### config.mk
export PLATFORM = sky130hd
export DESIGN_NAME = gpi_top
export DESIGN_NICKNAME = d
export VERILOG_FILES = /design/src/verilog/gpi_pin.v /design/src/verilog/gpi_top.v
export VERILOG_INCLUDE_DIRS = /design/src /design/src/verilog
export SDC_FILE = /design/constraint.sdc
export NUM_CORES = 2
export LEC_CHECK = 0
export ABC_AREA = 1
export BUFFER_PORTS_ARGS = -buffer_cell sky130_fd_sc_hd__buf_2
export CORE_ASPECT_RATIO = 0.8
export CORE_UTILIZATION = 35
export DETAILED_ROUTE_END_ITERATION = 6
export HOLD_SLACK_MARGIN = 0.05
export PLACE_DENSITY = 0.53
export SLEW_MARGIN = 5
export SYNTH_ARGS = -nofsm -noshare
export SYNTH_HDL_FRONTEND = slang
export SYNTH_SLANG_ARGS = --single-unit
### constraint.sdc
create_clock -name clk_sys -period 4.7 [get_ports clk_sys]
set_input_delay 0.94 -clock clk_sys [delete_from_list [all_inputs] [get_ports clk_sys]]
set_output_delay 0.94 -clock clk_sys [all_outputs]
set_load 0.05 [all_outputs]
### src/verilog/gpi_consts.vh
// Constants for the general purpose pin interface
`ifndef GPI_CONSTS_VH
`define GPI_CONSTS_VH

// ----------------------------------------------------------------------
// Geometry
// ----------------------------------------------------------------------
`define GPI_NPIN        32
`define GPI_AW          12
`define GPI_SYNC_DEPTH  2

// ----------------------------------------------------------------------
// Register map (byte addresses, and region codes of addr[11:7])
// ----------------------------------------------------------------------
`define GPI_REGION_CTL   5'h00
`define GPI_REGION_CTL2  5'h0A
`define GPI_ADDR_INPUT   12'h300
`define GPI_ADDR_OUTPUT  12'h380
`define GPI_ADDR_STATUS  12'h400
`define GPI_ADDR_MASK    12'h404

// ----------------------------------------------------------------------
// Pin control register fields
// ----------------------------------------------------------------------
`define GPI_F_PULL_LO    0
`define GPI_F_PULL_HI    1
`define GPI_F_PGS_LO     2
`define GPI_F_PGS_HI     3
`define GPI_F_DET_LO     4
`define GPI_F_DET_HI     7
`define GPI_F_ODRAIN     8
`define GPI_F_DIR        9
`define GPI_F_OSEL       10
`define GPI_F_POL        11
`define GPI_F_MUX_LO     12
`define GPI_F_MUX_HI     13
`define GPI_F_OUT        16
`define GPI_F_IN         24
`define GPI_CTL_WMASK    32'h00013FFF
`define GPI_CTL_RESET    32'h00000040

// Pin control register 2 fields
`define GPI_F_SLEW       0
`define GPI_F_DRV_LO     4
`define GPI_F_DRV_HI     5
`define GPI_CTL2_WMASK   8'h31
`define GPI_CTL2_RESET   8'h00

// ----------------------------------------------------------------------
// Field encodings
// ----------------------------------------------------------------------
`define GPI_DET_LOW      4'h0
`define GPI_DET_HIGH     4'h1
`define GPI_DET_OFF      4'h4
`define GPI_DET_RISE     4'hD
`define GPI_DET_FALL     4'hE
`define GPI_DET_BOTH     4'hF
`define GPI_PULL_UP      2'h1
`define GPI_PULL_DOWN    2'h2
`define GPI_PGS_VCC      2'h1
`define GPI_PGS_OFF_A    2'h2
`define GPI_PGS_OFF_B    2'h3
`define GPI_MUX_GPIO     2'h0

// ----------------------------------------------------------------------
// Timing
// ----------------------------------------------------------------------
`define GPI_CLK_PERIOD_NS  8
`define GPI_MIN_PULSE_NS   5

`endif

### src/verilog/gpi_pin.v
// One pin slice: input synchroniser, event detection and pad drive
`timescale 1ns/1ns
`default_nettype none
`include "gpi_consts.vh"

module gpi_pin (
   // Clock and reset
   input  wire        clk_sys,
   input  wire        rst_n,
   // Pad
   input  wire        pad_i,
   output wire        pad_o,
   output wire        pad_oe,
   // Configuration
   input  wire [31:0] ctl,
   input  wire        grp_out,
   input  wire        vcc_ok,
   // Alternate functions 1..3
   input  wire [2:0]  alt_o,
   input  wire [2:0]  alt_oe,
   // Status
   output wire        in_sync,
   output wire        event_p,
   output wire        wake_async
);

   reg  [`GPI_SYNC_DEPTH-1:0] sync_q;
   reg                        prev_q;
   wire [3:0]                 det;
   wire [1:0]                 power_gating_select;
   wire [1:0]                 mux;
   wire                       pol;
   wire                       cur;
   wire                       last;
   wire                       raw;
   wire                       gpio_val;
   wire                       drv_val;
   wire                       drv_en;
   wire                       gated;

   assign det = ctl[`GPI_F_DET_HI:`GPI_F_DET_LO];
   assign power_gating_select = ctl[`GPI_F_PGS_HI:`GPI_F_PGS_LO];
   assign mux = ctl[`GPI_F_MUX_HI:`GPI_F_MUX_LO];
   assign pol = ctl[`GPI_F_POL];

   // Two-stage synchroniser plus history flop for edges
   always @(posedge clk_sys) begin
      if (!rst_n) begin
         sync_q <= {`GPI_SYNC_DEPTH{1'b0}};
         prev_q <= 1'b0;
      end else begin
         sync_q <= {sync_q[`GPI_SYNC_DEPTH-2:0], pad_i};
         prev_q <= sync_q[`GPI_SYNC_DEPTH-1];
      end
   end

   // Pad level always visible, whatever the mux says
   assign in_sync = sync_q[`GPI_SYNC_DEPTH-1];

   // Detection on polarity-corrected values, mux not consulted
   assign cur  = in_sync ^ pol;
   assign last = prev_q ^ pol;
   assign event_p = ((det == `GPI_DET_LOW)  & ~cur)          |
                    ((det == `GPI_DET_HIGH) &  cur)          |
                    ((det == `GPI_DET_RISE) &  cur & ~last)  |
                    ((det == `GPI_DET_FALL) & ~cur &  last)  |
                    ((det == `GPI_DET_BOTH) & (cur ^ last));

   // Clockless edge term: raw pad against last sampled level.
   // Holds while clocks are stopped, so a sleeping chip still sees it.
   assign raw = pad_i ^ pol;
   assign wake_async = ((det == `GPI_DET_RISE) &  raw & ~cur) |
                       ((det == `GPI_DET_FALL) & ~raw &  cur) |
                       ((det == `GPI_DET_BOTH) & (raw ^ cur));

   // Output source and drive type
   assign gpio_val = (ctl[`GPI_F_OSEL] ? grp_out : ctl[`GPI_F_OUT]) ^ pol;
   assign drv_val  = (mux == `GPI_MUX_GPIO) ? gpio_val : alt_o[mux - 2'h1];
   assign drv_en   = (mux == `GPI_MUX_GPIO) ? ctl[`GPI_F_DIR] : alt_oe[mux - 2'h1];

   // Emulated VCC gating floats the pad while the main rail is off
   assign gated = (power_gating_select == `GPI_PGS_OFF_A) | (power_gating_select == `GPI_PGS_OFF_B) |
                  ((power_gating_select == `GPI_PGS_VCC) & ~vcc_ok);

   // Open drain only ever drives low
   assign pad_o  = ctl[`GPI_F_ODRAIN] ? 1'b0 : drv_val;
   assign pad_oe = ~gated & drv_en & (~ctl[`GPI_F_ODRAIN] | ~drv_val);

endmodule
`default_nettype wire

### src/verilog/gpi_top.v
// General purpose pin interface: register file, pin slices, interrupt
//
// Functional notes
// - Synchronise every pad input before use, except the raw pad in the clockless wake term
// - Per-pin event on level or edge
// - Pin event usable as wake event
// - Edge wake detected without a clock
// - Pad input readable under alternate function
// - Event detection works for every function
// - Per-pin or grouped data control
// - Control selects mux, direction, pull, gating, event
// - Push-pull or open-drain output per pin
// - Per-pin drive strength and slew
// - System reset, alternate main-rail reset
// - Select bit picks grouped or individual output
// - Individual output bit reads programmed value
// - Input bits always show pad state
// - Grouped output is 32-bit register
`timescale 1ns/1ns
`default_nettype none
`include "gpi_consts.vh"

module gpi_top (
   // Clock and resets
   input  wire                    clk_sys,
   input  wire                    rst_n,
   input  wire                    rst_vcc_n,
   // Register port
   input  wire [`GPI_AW-1:0]      addr,
   input  wire [31:0]             wdata,
   input  wire                    wr,
   input  wire                    rd,
   output reg  [31:0]             rdata,
   // Pads
   input  wire [`GPI_NPIN-1:0]    pad_i,
   output wire [`GPI_NPIN-1:0]    pad_o,
   output wire [`GPI_NPIN-1:0]    pad_oe,
   output wire [`GPI_NPIN-1:0]    pad_pu,
   output wire [`GPI_NPIN-1:0]    pad_pd,
   output wire [`GPI_NPIN-1:0]    pad_slew,
   output wire [2*`GPI_NPIN-1:0]  pad_drv,
   // Alternate functions
   input  wire [3*`GPI_NPIN-1:0]  alt_o,
   input  wire [3*`GPI_NPIN-1:0]  alt_oe,
   output wire [`GPI_NPIN-1:0]    alt_i,
   // Events
   output wire                    irq,
   output wire                    wake
);

   // ----------------------------------------------------------------------
   // Storage
   // ----------------------------------------------------------------------
   reg  [31:0]            ctl_q  [0:`GPI_NPIN-1];
   reg  [7:0]             ctl2_q [0:`GPI_NPIN-1];
   reg  [`GPI_NPIN-1:0]   out_q;
   reg  [`GPI_NPIN-1:0]   sts_q;
   reg  [`GPI_NPIN-1:0]   msk_q;
   wire [`GPI_NPIN-1:0]   in_sync;
   wire [`GPI_NPIN-1:0]   event_p;
   wire [`GPI_NPIN-1:0]   wake_async;
   wire [`GPI_NPIN-1:0]   vcc_pin;
   wire [`GPI_NPIN-1:0]   sts_clr;
   wire [4:0]             region;
   wire [4:0]             idx;
   wire                   hit_ctl;
   wire                   hit_ctl2;
   integer                k;

   // ----------------------------------------------------------------------
   // Address decode
   // ----------------------------------------------------------------------
   assign region   = addr[11:7];
   assign idx      = addr[6:2];
   assign hit_ctl  = (region == `GPI_REGION_CTL);
   assign hit_ctl2 = (region == `GPI_REGION_CTL2);

   // Pins whose outputs follow the main rail reset
   genvar g;
   generate
      for (g = 0; g < `GPI_NPIN; g = g + 1) begin : g_vcc
         assign vcc_pin[g] = (ctl_q[g][`GPI_F_PGS_HI:`GPI_F_PGS_LO] == `GPI_PGS_VCC);
      end
   endgenerate

   // ----------------------------------------------------------------------
   // Configuration registers
   // ----------------------------------------------------------------------
   // Main reset returns every register here to its reset value (control to 0x40); the alternate reset only clears the
   // output data of pins placed on the emulated VCC rail
   always @(posedge clk_sys) begin
      if (!rst_n) begin
         for (k = 0; k < `GPI_NPIN; k = k + 1) begin
            ctl_q[k]  <= `GPI_CTL_RESET;
            ctl2_q[k] <= `GPI_CTL2_RESET;
         end
         out_q <= {`GPI_NPIN{1'b0}};
         msk_q <= {`GPI_NPIN{1'b0}};
      end else begin
         if (wr && hit_ctl) begin
            ctl_q[idx] <= wdata & `GPI_CTL_WMASK;
         end
         if (wr && hit_ctl2) begin
            ctl2_q[idx] <= wdata[7:0] & `GPI_CTL2_WMASK;
         end
         if (wr && addr == `GPI_ADDR_OUTPUT) begin
            out_q <= wdata;
         end
         if (wr && addr == `GPI_ADDR_MASK) begin
            msk_q <= wdata;
         end
         if (!rst_vcc_n) begin
            out_q <= out_q & ~vcc_pin;
            for (k = 0; k < `GPI_NPIN; k = k + 1) begin
               if (vcc_pin[k]) begin
                  ctl_q[k][`GPI_F_OUT] <= 1'b0;
               end
            end
         end
      end
   end

   // ----------------------------------------------------------------------
   // Interrupt status
   // ----------------------------------------------------------------------
   assign sts_clr = (wr && addr == `GPI_ADDR_STATUS) ? wdata : {`GPI_NPIN{1'b0}};

   // Sticky bits; a new event beats a clear in the same cycle
   always @(posedge clk_sys) begin
      if (!rst_n) begin
         sts_q <= {`GPI_NPIN{1'b0}};
      end else begin
         sts_q <= (sts_q & ~sts_clr) | event_p;
      end
   end

   // Level interrupt while any unmasked bit is set
   assign irq = |(sts_q & msk_q);

   // Wake also takes the clockless edge term, so a stopped clock
   // does not hide the edge that should restart it
   assign wake = |((sts_q | wake_async) & msk_q);

   // ----------------------------------------------------------------------
   // Read data, one cycle after the strobe
   // ----------------------------------------------------------------------
   always @(posedge clk_sys) begin
      if (!rst_n) begin
         rdata <= 32'h00000000;
      end else if (rd) begin
         if (hit_ctl) begin
            // Output bit reads the programmed value, input bit the pad
            rdata <= ctl_q[idx] | ({31'h00000000, in_sync[idx]} << `GPI_F_IN);
         end else if (hit_ctl2) begin
            rdata <= {24'h000000, ctl2_q[idx]};
         end else if (addr == `GPI_ADDR_INPUT) begin
            rdata <= in_sync;
         end else if (addr == `GPI_ADDR_OUTPUT) begin
            rdata <= out_q;
         end else if (addr == `GPI_ADDR_STATUS) begin
            rdata <= sts_q;
         end else if (addr == `GPI_ADDR_MASK) begin
            rdata <= msk_q;
         end else begin
            rdata <= 32'h00000000;                             // Unmapped
         end
      end else begin
         rdata <= 32'h00000000;
      end
   end

   // ----------------------------------------------------------------------
   // Pin slices
   // ----------------------------------------------------------------------
   generate
      for (g = 0; g < `GPI_NPIN; g = g + 1) begin : g_pin
         gpi_pin u_pin (
            .clk_sys    (clk_sys),
            .rst_n      (rst_n),
            .pad_i      (pad_i[g]),
            .pad_o      (pad_o[g]),
            .pad_oe     (pad_oe[g]),
            .ctl        (ctl_q[g]),
            .grp_out    (out_q[g]),
            .vcc_ok     (rst_vcc_n),
            .alt_o      (alt_o[3*g+2:3*g]),
            .alt_oe     (alt_oe[3*g+2:3*g]),
            .in_sync    (in_sync[g]),
            .event_p    (event_p[g]),
            .wake_async (wake_async[g])
         );
         // Pad conditioning straight from the registers
         assign pad_pu[g]   = (ctl_q[g][`GPI_F_PULL_HI:`GPI_F_PULL_LO] == `GPI_PULL_UP);
         assign pad_pd[g]   = (ctl_q[g][`GPI_F_PULL_HI:`GPI_F_PULL_LO] == `GPI_PULL_DOWN);
         assign pad_slew[g] = ctl2_q[g][`GPI_F_SLEW];
         assign pad_drv[2*g+1:2*g] = ctl2_q[g][`GPI_F_DRV_HI:`GPI_F_DRV_LO];
      end
   endgenerate

   // Alternate functions see the synchronised pad level
   assign alt_i = in_sync;

endmodule
`default_nettype wire

After elaboration in Yosys (flattened, before gate mapping). Memory sizes are Yosys's and may differ from the RTL's. Cells that the tools add are included.

Flip-flop bits (word level): 224. Bits in writable memories: 576. Output and inout bits: 290. Word-level logic and storage cells: 2358. Memories kept: 2.

Add/subtract/negate cells: 32. Magnitude comparators: 33. Equal/unequal tests: 326. Muxes and demuxes: 437. Bitwise gates (word level): 1386. Reductions and logical operators: 74.

Memory list: ctl_q (words 32, width 15, read ports 33, clocked after Yosys merged registers in 0, write ports 33, line gpi_top.v:54) `` reg [31:0] ctl_q [0:`GPI_NPIN-1]; ``; ctl2_q (words 32, width 3, read ports 33, clocked after Yosys merged registers in 0, write ports 32, line gpi_top.v:55) `` reg [7:0] ctl2_q [0:`GPI_NPIN-1]; ``.

Operators with widths (number): 1-bit bitwise AND (576); 4-bit == test, second input constant (96); 1-bit two-way mux (361); 1-bit OR (320); 32-bit two-way mux (9); 1-bit NOT (257); 2-bit == test, second input constant (96); 1-bit XOR (192); 5-bit == test, second input constant (32); 32-bit bitwise AND (4); 1-bit binary-select mux with 2-bit select (64); 2-bit by 1-bit == test with 1-bit output, second input constant (64); 4-bit by 1-bit == test with 1-bit output, second input constant (32); 4-bit logical NOT (32); 2-bit by 3-bit less-than comparator with 1-bit output, second input constant (32); 2-bit logical NOT (32); 32-bit NOT (2); 32-bit OR (2); 32-bit OR reduction (2); 2-bit by 1-bit subtractor with 2-bit output, second input constant (32); 1-bit bitwise AND, second input constant (32); 32-bit by 25-bit OR with 32-bit output (1); 12-bit by 10-bit == test with 1-bit output, second input constant (2); 12-bit by 11-bit == test with 1-bit output, second input constant (2); other kinds (10) (14).

Longest topological paths before layout. An unclocked memory read counts as a cell.

Depth after elaboration: 40. Gate-level depth with buffers: 14. Gate-level depth less buffers: 13.

Cells and area by module. From an unflattened synthesis, not the netlist that was laid out.

Cell total of the unflattened synthesis: 6112. Area total of the unflattened synthesis: 45417.3 µm².

Modules (own cells, without submodules): gpi_top (times used 1, cells each 4000, area each 33485.9 µm²); gpi_pin (times used 32, cells each 66, area each 372.9 µm²).

Worst setup path before layout. Ideal clock, no wire load.

Kind: input port to flip-flop. Start point: in addr[3]. End point: mem ctl_q[1][0] (netlist name) (enable). Library setup time: 0.350 ns. Arrival time: 2.532 ns. Setup slack: 1.818 ns. Stages: 9. Path through: buf_4 > inv_2 > nand2_2 > buf_2 > buf_2 > nor2_2 > nand2_1 > clkbuf_1 > nand2_1.

RTL lines: start: declaration (line gpi_top.v:29) `` input wire [`GPI_AW-1:0] addr, ``; end: declaration (line gpi_top.v:54).

==> flow_summary.toml <==
[outcome]
outcome = "complete, no violations"

[clock_network]
cts_num_sinks = 800
cts_inserted_buffers = 90
insertion_delay_ns = 0.72
htree_levels = 3
cts_buffer_depth = 3
clk_pin_slew_worst_paths_ns = 0.06
hold_buffers = 0
post-cts-setup-buffers = 0
root_buffer = "clkbuf_16"
postCtsResizedCells = 0
cts_tree = "built"

[layout]
nNetsFinal = 6376
nFillCells = 12713
register_area_um2 = 21800
areaGrowthSynthToFinish_pct = 17.4
final_cell_area_um2 = 50900
multi_input_area_um2 = 17500
drive_gt1_frac = 0.146

[worst_setup_path]
crit_fanout = 5
endpoint_kind = "output port"
path_cells = "inv_1 -> ha_1 -> inv_1 -> a31oi_1 -> o21ai_0 -> o21ai_0 -> nor4_1 -> buf_2"
cpPeakStageDelay_ns = 0.76
cp_top_family = "simple AND/OR/NAND/NOR gates"
cp_slowest_cell = "nor4_1"
crit_required_ns = 3.76
criticalPathCategory = "reg2out"
crit_buf_inv = 3
startpoint_type = "flip-flop"
crit_arrival_ns = 3.24

[synth]
yosysWarnings = 0
synth-seq-cells = 800
synth.distinct_cells = 40
asyncSetResetFlopFracSynth = 0
synth_edf_count = 576
avgSynthCellArea_um2 = 7.72
synth_flop_cell = "edfxtp_1"
synth_seq_area_share = 0.502
synth_area_um2 = 43400
synth_nets = 5927
synthCells = 5622

[grt]
antenna_found_initial = 26
grt.met1_usage = 0.476
overflow = 0
grt_usage = 0.330
use_met2 = 0.458
use_met3 = 0.108
grt-busiest-layer = "met1"
grt_pass1_wl_um = 291000
grt_pass1_vias = 38873
grt_max_degree = 103

[die]
die_h_um = 317
io_pins = 563
chipWidth_um = 396
die_area_um2 = 125000
start_util = 0.353
core_um2 = 123000
rows = 115

[power_and_ir_drop]
total_power_mw = 18.3
power_frac_comb = 0.145
leakagePower_nw = 23.0
power.share.sequential = 0.447
switching_share = 0.299
clkPwrFrac = 0.407
power_density_nw_per_um2 = 359
p_int_mw = 12.8
switching_power_mw = 5.47
irDropWorstVdd_uv = 239

[detailed_routing]
firstDrtPassIters = 6
vias_per_cell = 5.50
vias = 42834
drc_errors = 0
wl_per_cell_um = 27.5
first_iter_violations = 5965
wirelength_um = 214000
postRouteAntennaNets = 0

[sta]
tightestPinTransition_ns = 1.15
finalHoldViolCount = 0
setup_viol = 0
timing.hold.ws_ns = 0.409
grt_setup_unrepaired = "false"
worst_clock_skew_ns = 0.0336
period_minus_slack_ns = 4.18
fmax_mhz = 239
slew_viol_final = 0
max_slew_margin = 0.234
fin_crit_sh = 0.889
fin_tns_setup_ns = 0

[placement]
place.gp.congestion = 1.01
portBuffers = 562
hpwl_um = 164000
placed_area_um2 = 47900

[flow_run]
max-cap-violations = 0

[hold_path]
hp-class = "reg2reg"
[state kept, by name, indices dropped and copies added (netlist names)]
signal,flops
g_pin.u_pin.prev_q,32
msk_q,32
ctl_q,480
out_q,32
ctl2_q,96
rdata,32
sts_q,32
g_pin.u_pin.sync_q,64
[cell usage in the layout, fill, tap and decap left out, types with 6 or more instances in the layout]
| cell | n |
|---|---|
| nand2_1 | 1357 |
| nor2_1 | 1012 |
| inv_1 | 606 |
| edfxtp_1 | 576 |
| buf_2 | 561 |
| o21ai_0 | 460 |
| a21oi_1 | 258 |
| dfxtp_1 | 224 |
| nand3_1 | 216 |
| buf_4 | 143 |
| nand4_1 | 116 |
| clkbuf_16 | 93 |
| xor2_1 | 72 |
| a31oi_1 | 64 |
| xnor2_1 | 46 |
| a22oi_1 | 35 |
| ha_1 | 32 |
| nor4_1 | 20 |
| o22ai_1 | 20 |
| clkbuf_1 | 20 |
| inv_2 | 18 |
| o21ai_1 | 17 |
| buf_12 | 16 |
| clkinv_1 | 14 |
| a21boi_0 | 14 |
| o211ai_1 | 14 |
| o21bai_1 | 14 |
| clkbuf_8 | 13 |
| nor3_1 | 11 |
| bufinv_16 | 9 |
| o2111ai_1 | 8 |
| clkinvlp_4 | 8 |
| clkinv_2 | 8 |
| nor2_2 | 7 |
| a211oi_1 | 6 |
[cells in the mapped netlist (3+ instances only)]
| cell type | n | area, um^2 |
|---|---|---|
| clkbuf_1 | 187 | 702 |
| nor3_1 | 11 | 55.1 |
| buf_2 | 49 | 245 |
| buf_1 | 30 | 113 |
| a22oi_1 | 35 | 263 |
| xor2_1 | 72 | 631 |
| a21boi_0 | 14 | 105 |
| nand3b_1 | 4 | 30.0 |
| o22ai_1 | 20 | 125 |
| clkinv_1 | 5 | 18.8 |
| and2_1 | 3 | 18.8 |
| a21oi_1 | 258 | 1290 |
| nand2_1 | 1357 | 5090 |
| nor4_1 | 20 | 125 |
| nand2_2 | 6 | 37.5 |
| inv_1 | 617 | 2320 |
| o211ai_1 | 14 | 105 |
| o21ai_0 | 460 | 2300 |
| nor2_2 | 3 | 18.8 |
| xnor2_1 | 46 | 403 |
| inv_2 | 9 | 33.8 |
| ha_1 | 32 | 400 |
| nand4_1 | 116 | 726 |
| buf_4 | 98 | 736 |
| a211oi_1 | 6 | 45.0 |
| nor2_1 | 1017 | 3820 |
| o21ai_1 | 17 | 85.1 |
| edfxtp_1 | 576 | 17300 |
| dfxtp_1 | 224 | 4480 |
| o2111ai_1 | 8 | 70.1 |
| nand3_1 | 217 | 1090 |
| o21bai_1 | 14 | 105 |
| nor3b_1 | 4 | 30.0 |
| a31oi_1 | 64 | 400 |
[tightest hold or removal path, delay by kind of cell, from the launching register on]
family                 cells  cell delay, ns
buffers and inverters      1            0.04
flip-flops                 1            0.30
AND/OR/NAND/NOR            1            0.04
[per-stage QoR]
stage / setup slack [ns] / std cells / util
3_5_place_dp: 0.735 / 7617 / 0.389
2_1_floorplan: 1.82 / 5622 / -
5_1_grt: 0.420 / 7783 / 0.414
3_3_place_gp: 0.759 / 7617 / 0.389
6_report: 0.520 / 7786 / 0.414
4_1_cts: 0.451 / 7781 / 0.414
[layout make-up]
type                            instances  share of cell area
Antenna cell                            5            0.000246
Clock inverter                         39             0.00875
Tap cell                             1638              0.0402
Clock buffer                          125              0.0504
Inverter                              631              0.0466
Timing Repair Buffer                  721              0.0828
Multi-Input combinational cell       3827               0.343
Sequential cell                       800               0.428
[final timing paths]
kind,from,endpoint,slack [ns],depth (start not counted)
setup / recovery,ctl_q[29][12],pad_oe[29],0.52,8
hold / removal,g_pin[5].u_pin.sync_q[0],g_pin[5].u_pin.sync_q[1],0.41,2
setup reg to reg,ctl_q[31][3],ctl_q[20][14],2.17,11
hold reg to reg,g_pin[5].u_pin.sync_q[0],g_pin[5].u_pin.sync_q[1],0.41,2
[power by group through the flow]
| stage | sequential (mW) | clock (mW) | combinational (mW) |
|---|---|---|---|
| 2_1_floorplan | 8.32 | 0 | 1.49 |
| 3_3_place_gp | 8.32 | 0 | 2.58 |
| 3_5_place_dp | 8.32 | 0 | 2.59 |
| 4_1_cts | 8.17 | 7.48 | 2.60 |
| 5_1_grt | 8.21 | 7.71 | 2.80 |
| 6_report | 8.18 | 7.45 | 2.66 |
[logic make-up after synthesis]
kind of cell / count (synthesis) / synth area share
simple gates: 2766 / 0.256
buf+inv: 995 / 0.0959
compound gates: 911 / 0.113
flops: 800 / 0.502
xor+xnor: 118 / 0.0238
fa+ha+maj: 32 / 0.00923
[layer usage]
layer,part of all wire,routed length [um]
met3,0.14,29200
met5,0.00063,135
met2,0.40,85000
met4,0.037,7880
met1,0.43,91700
(Power assumes the default switching activity.)
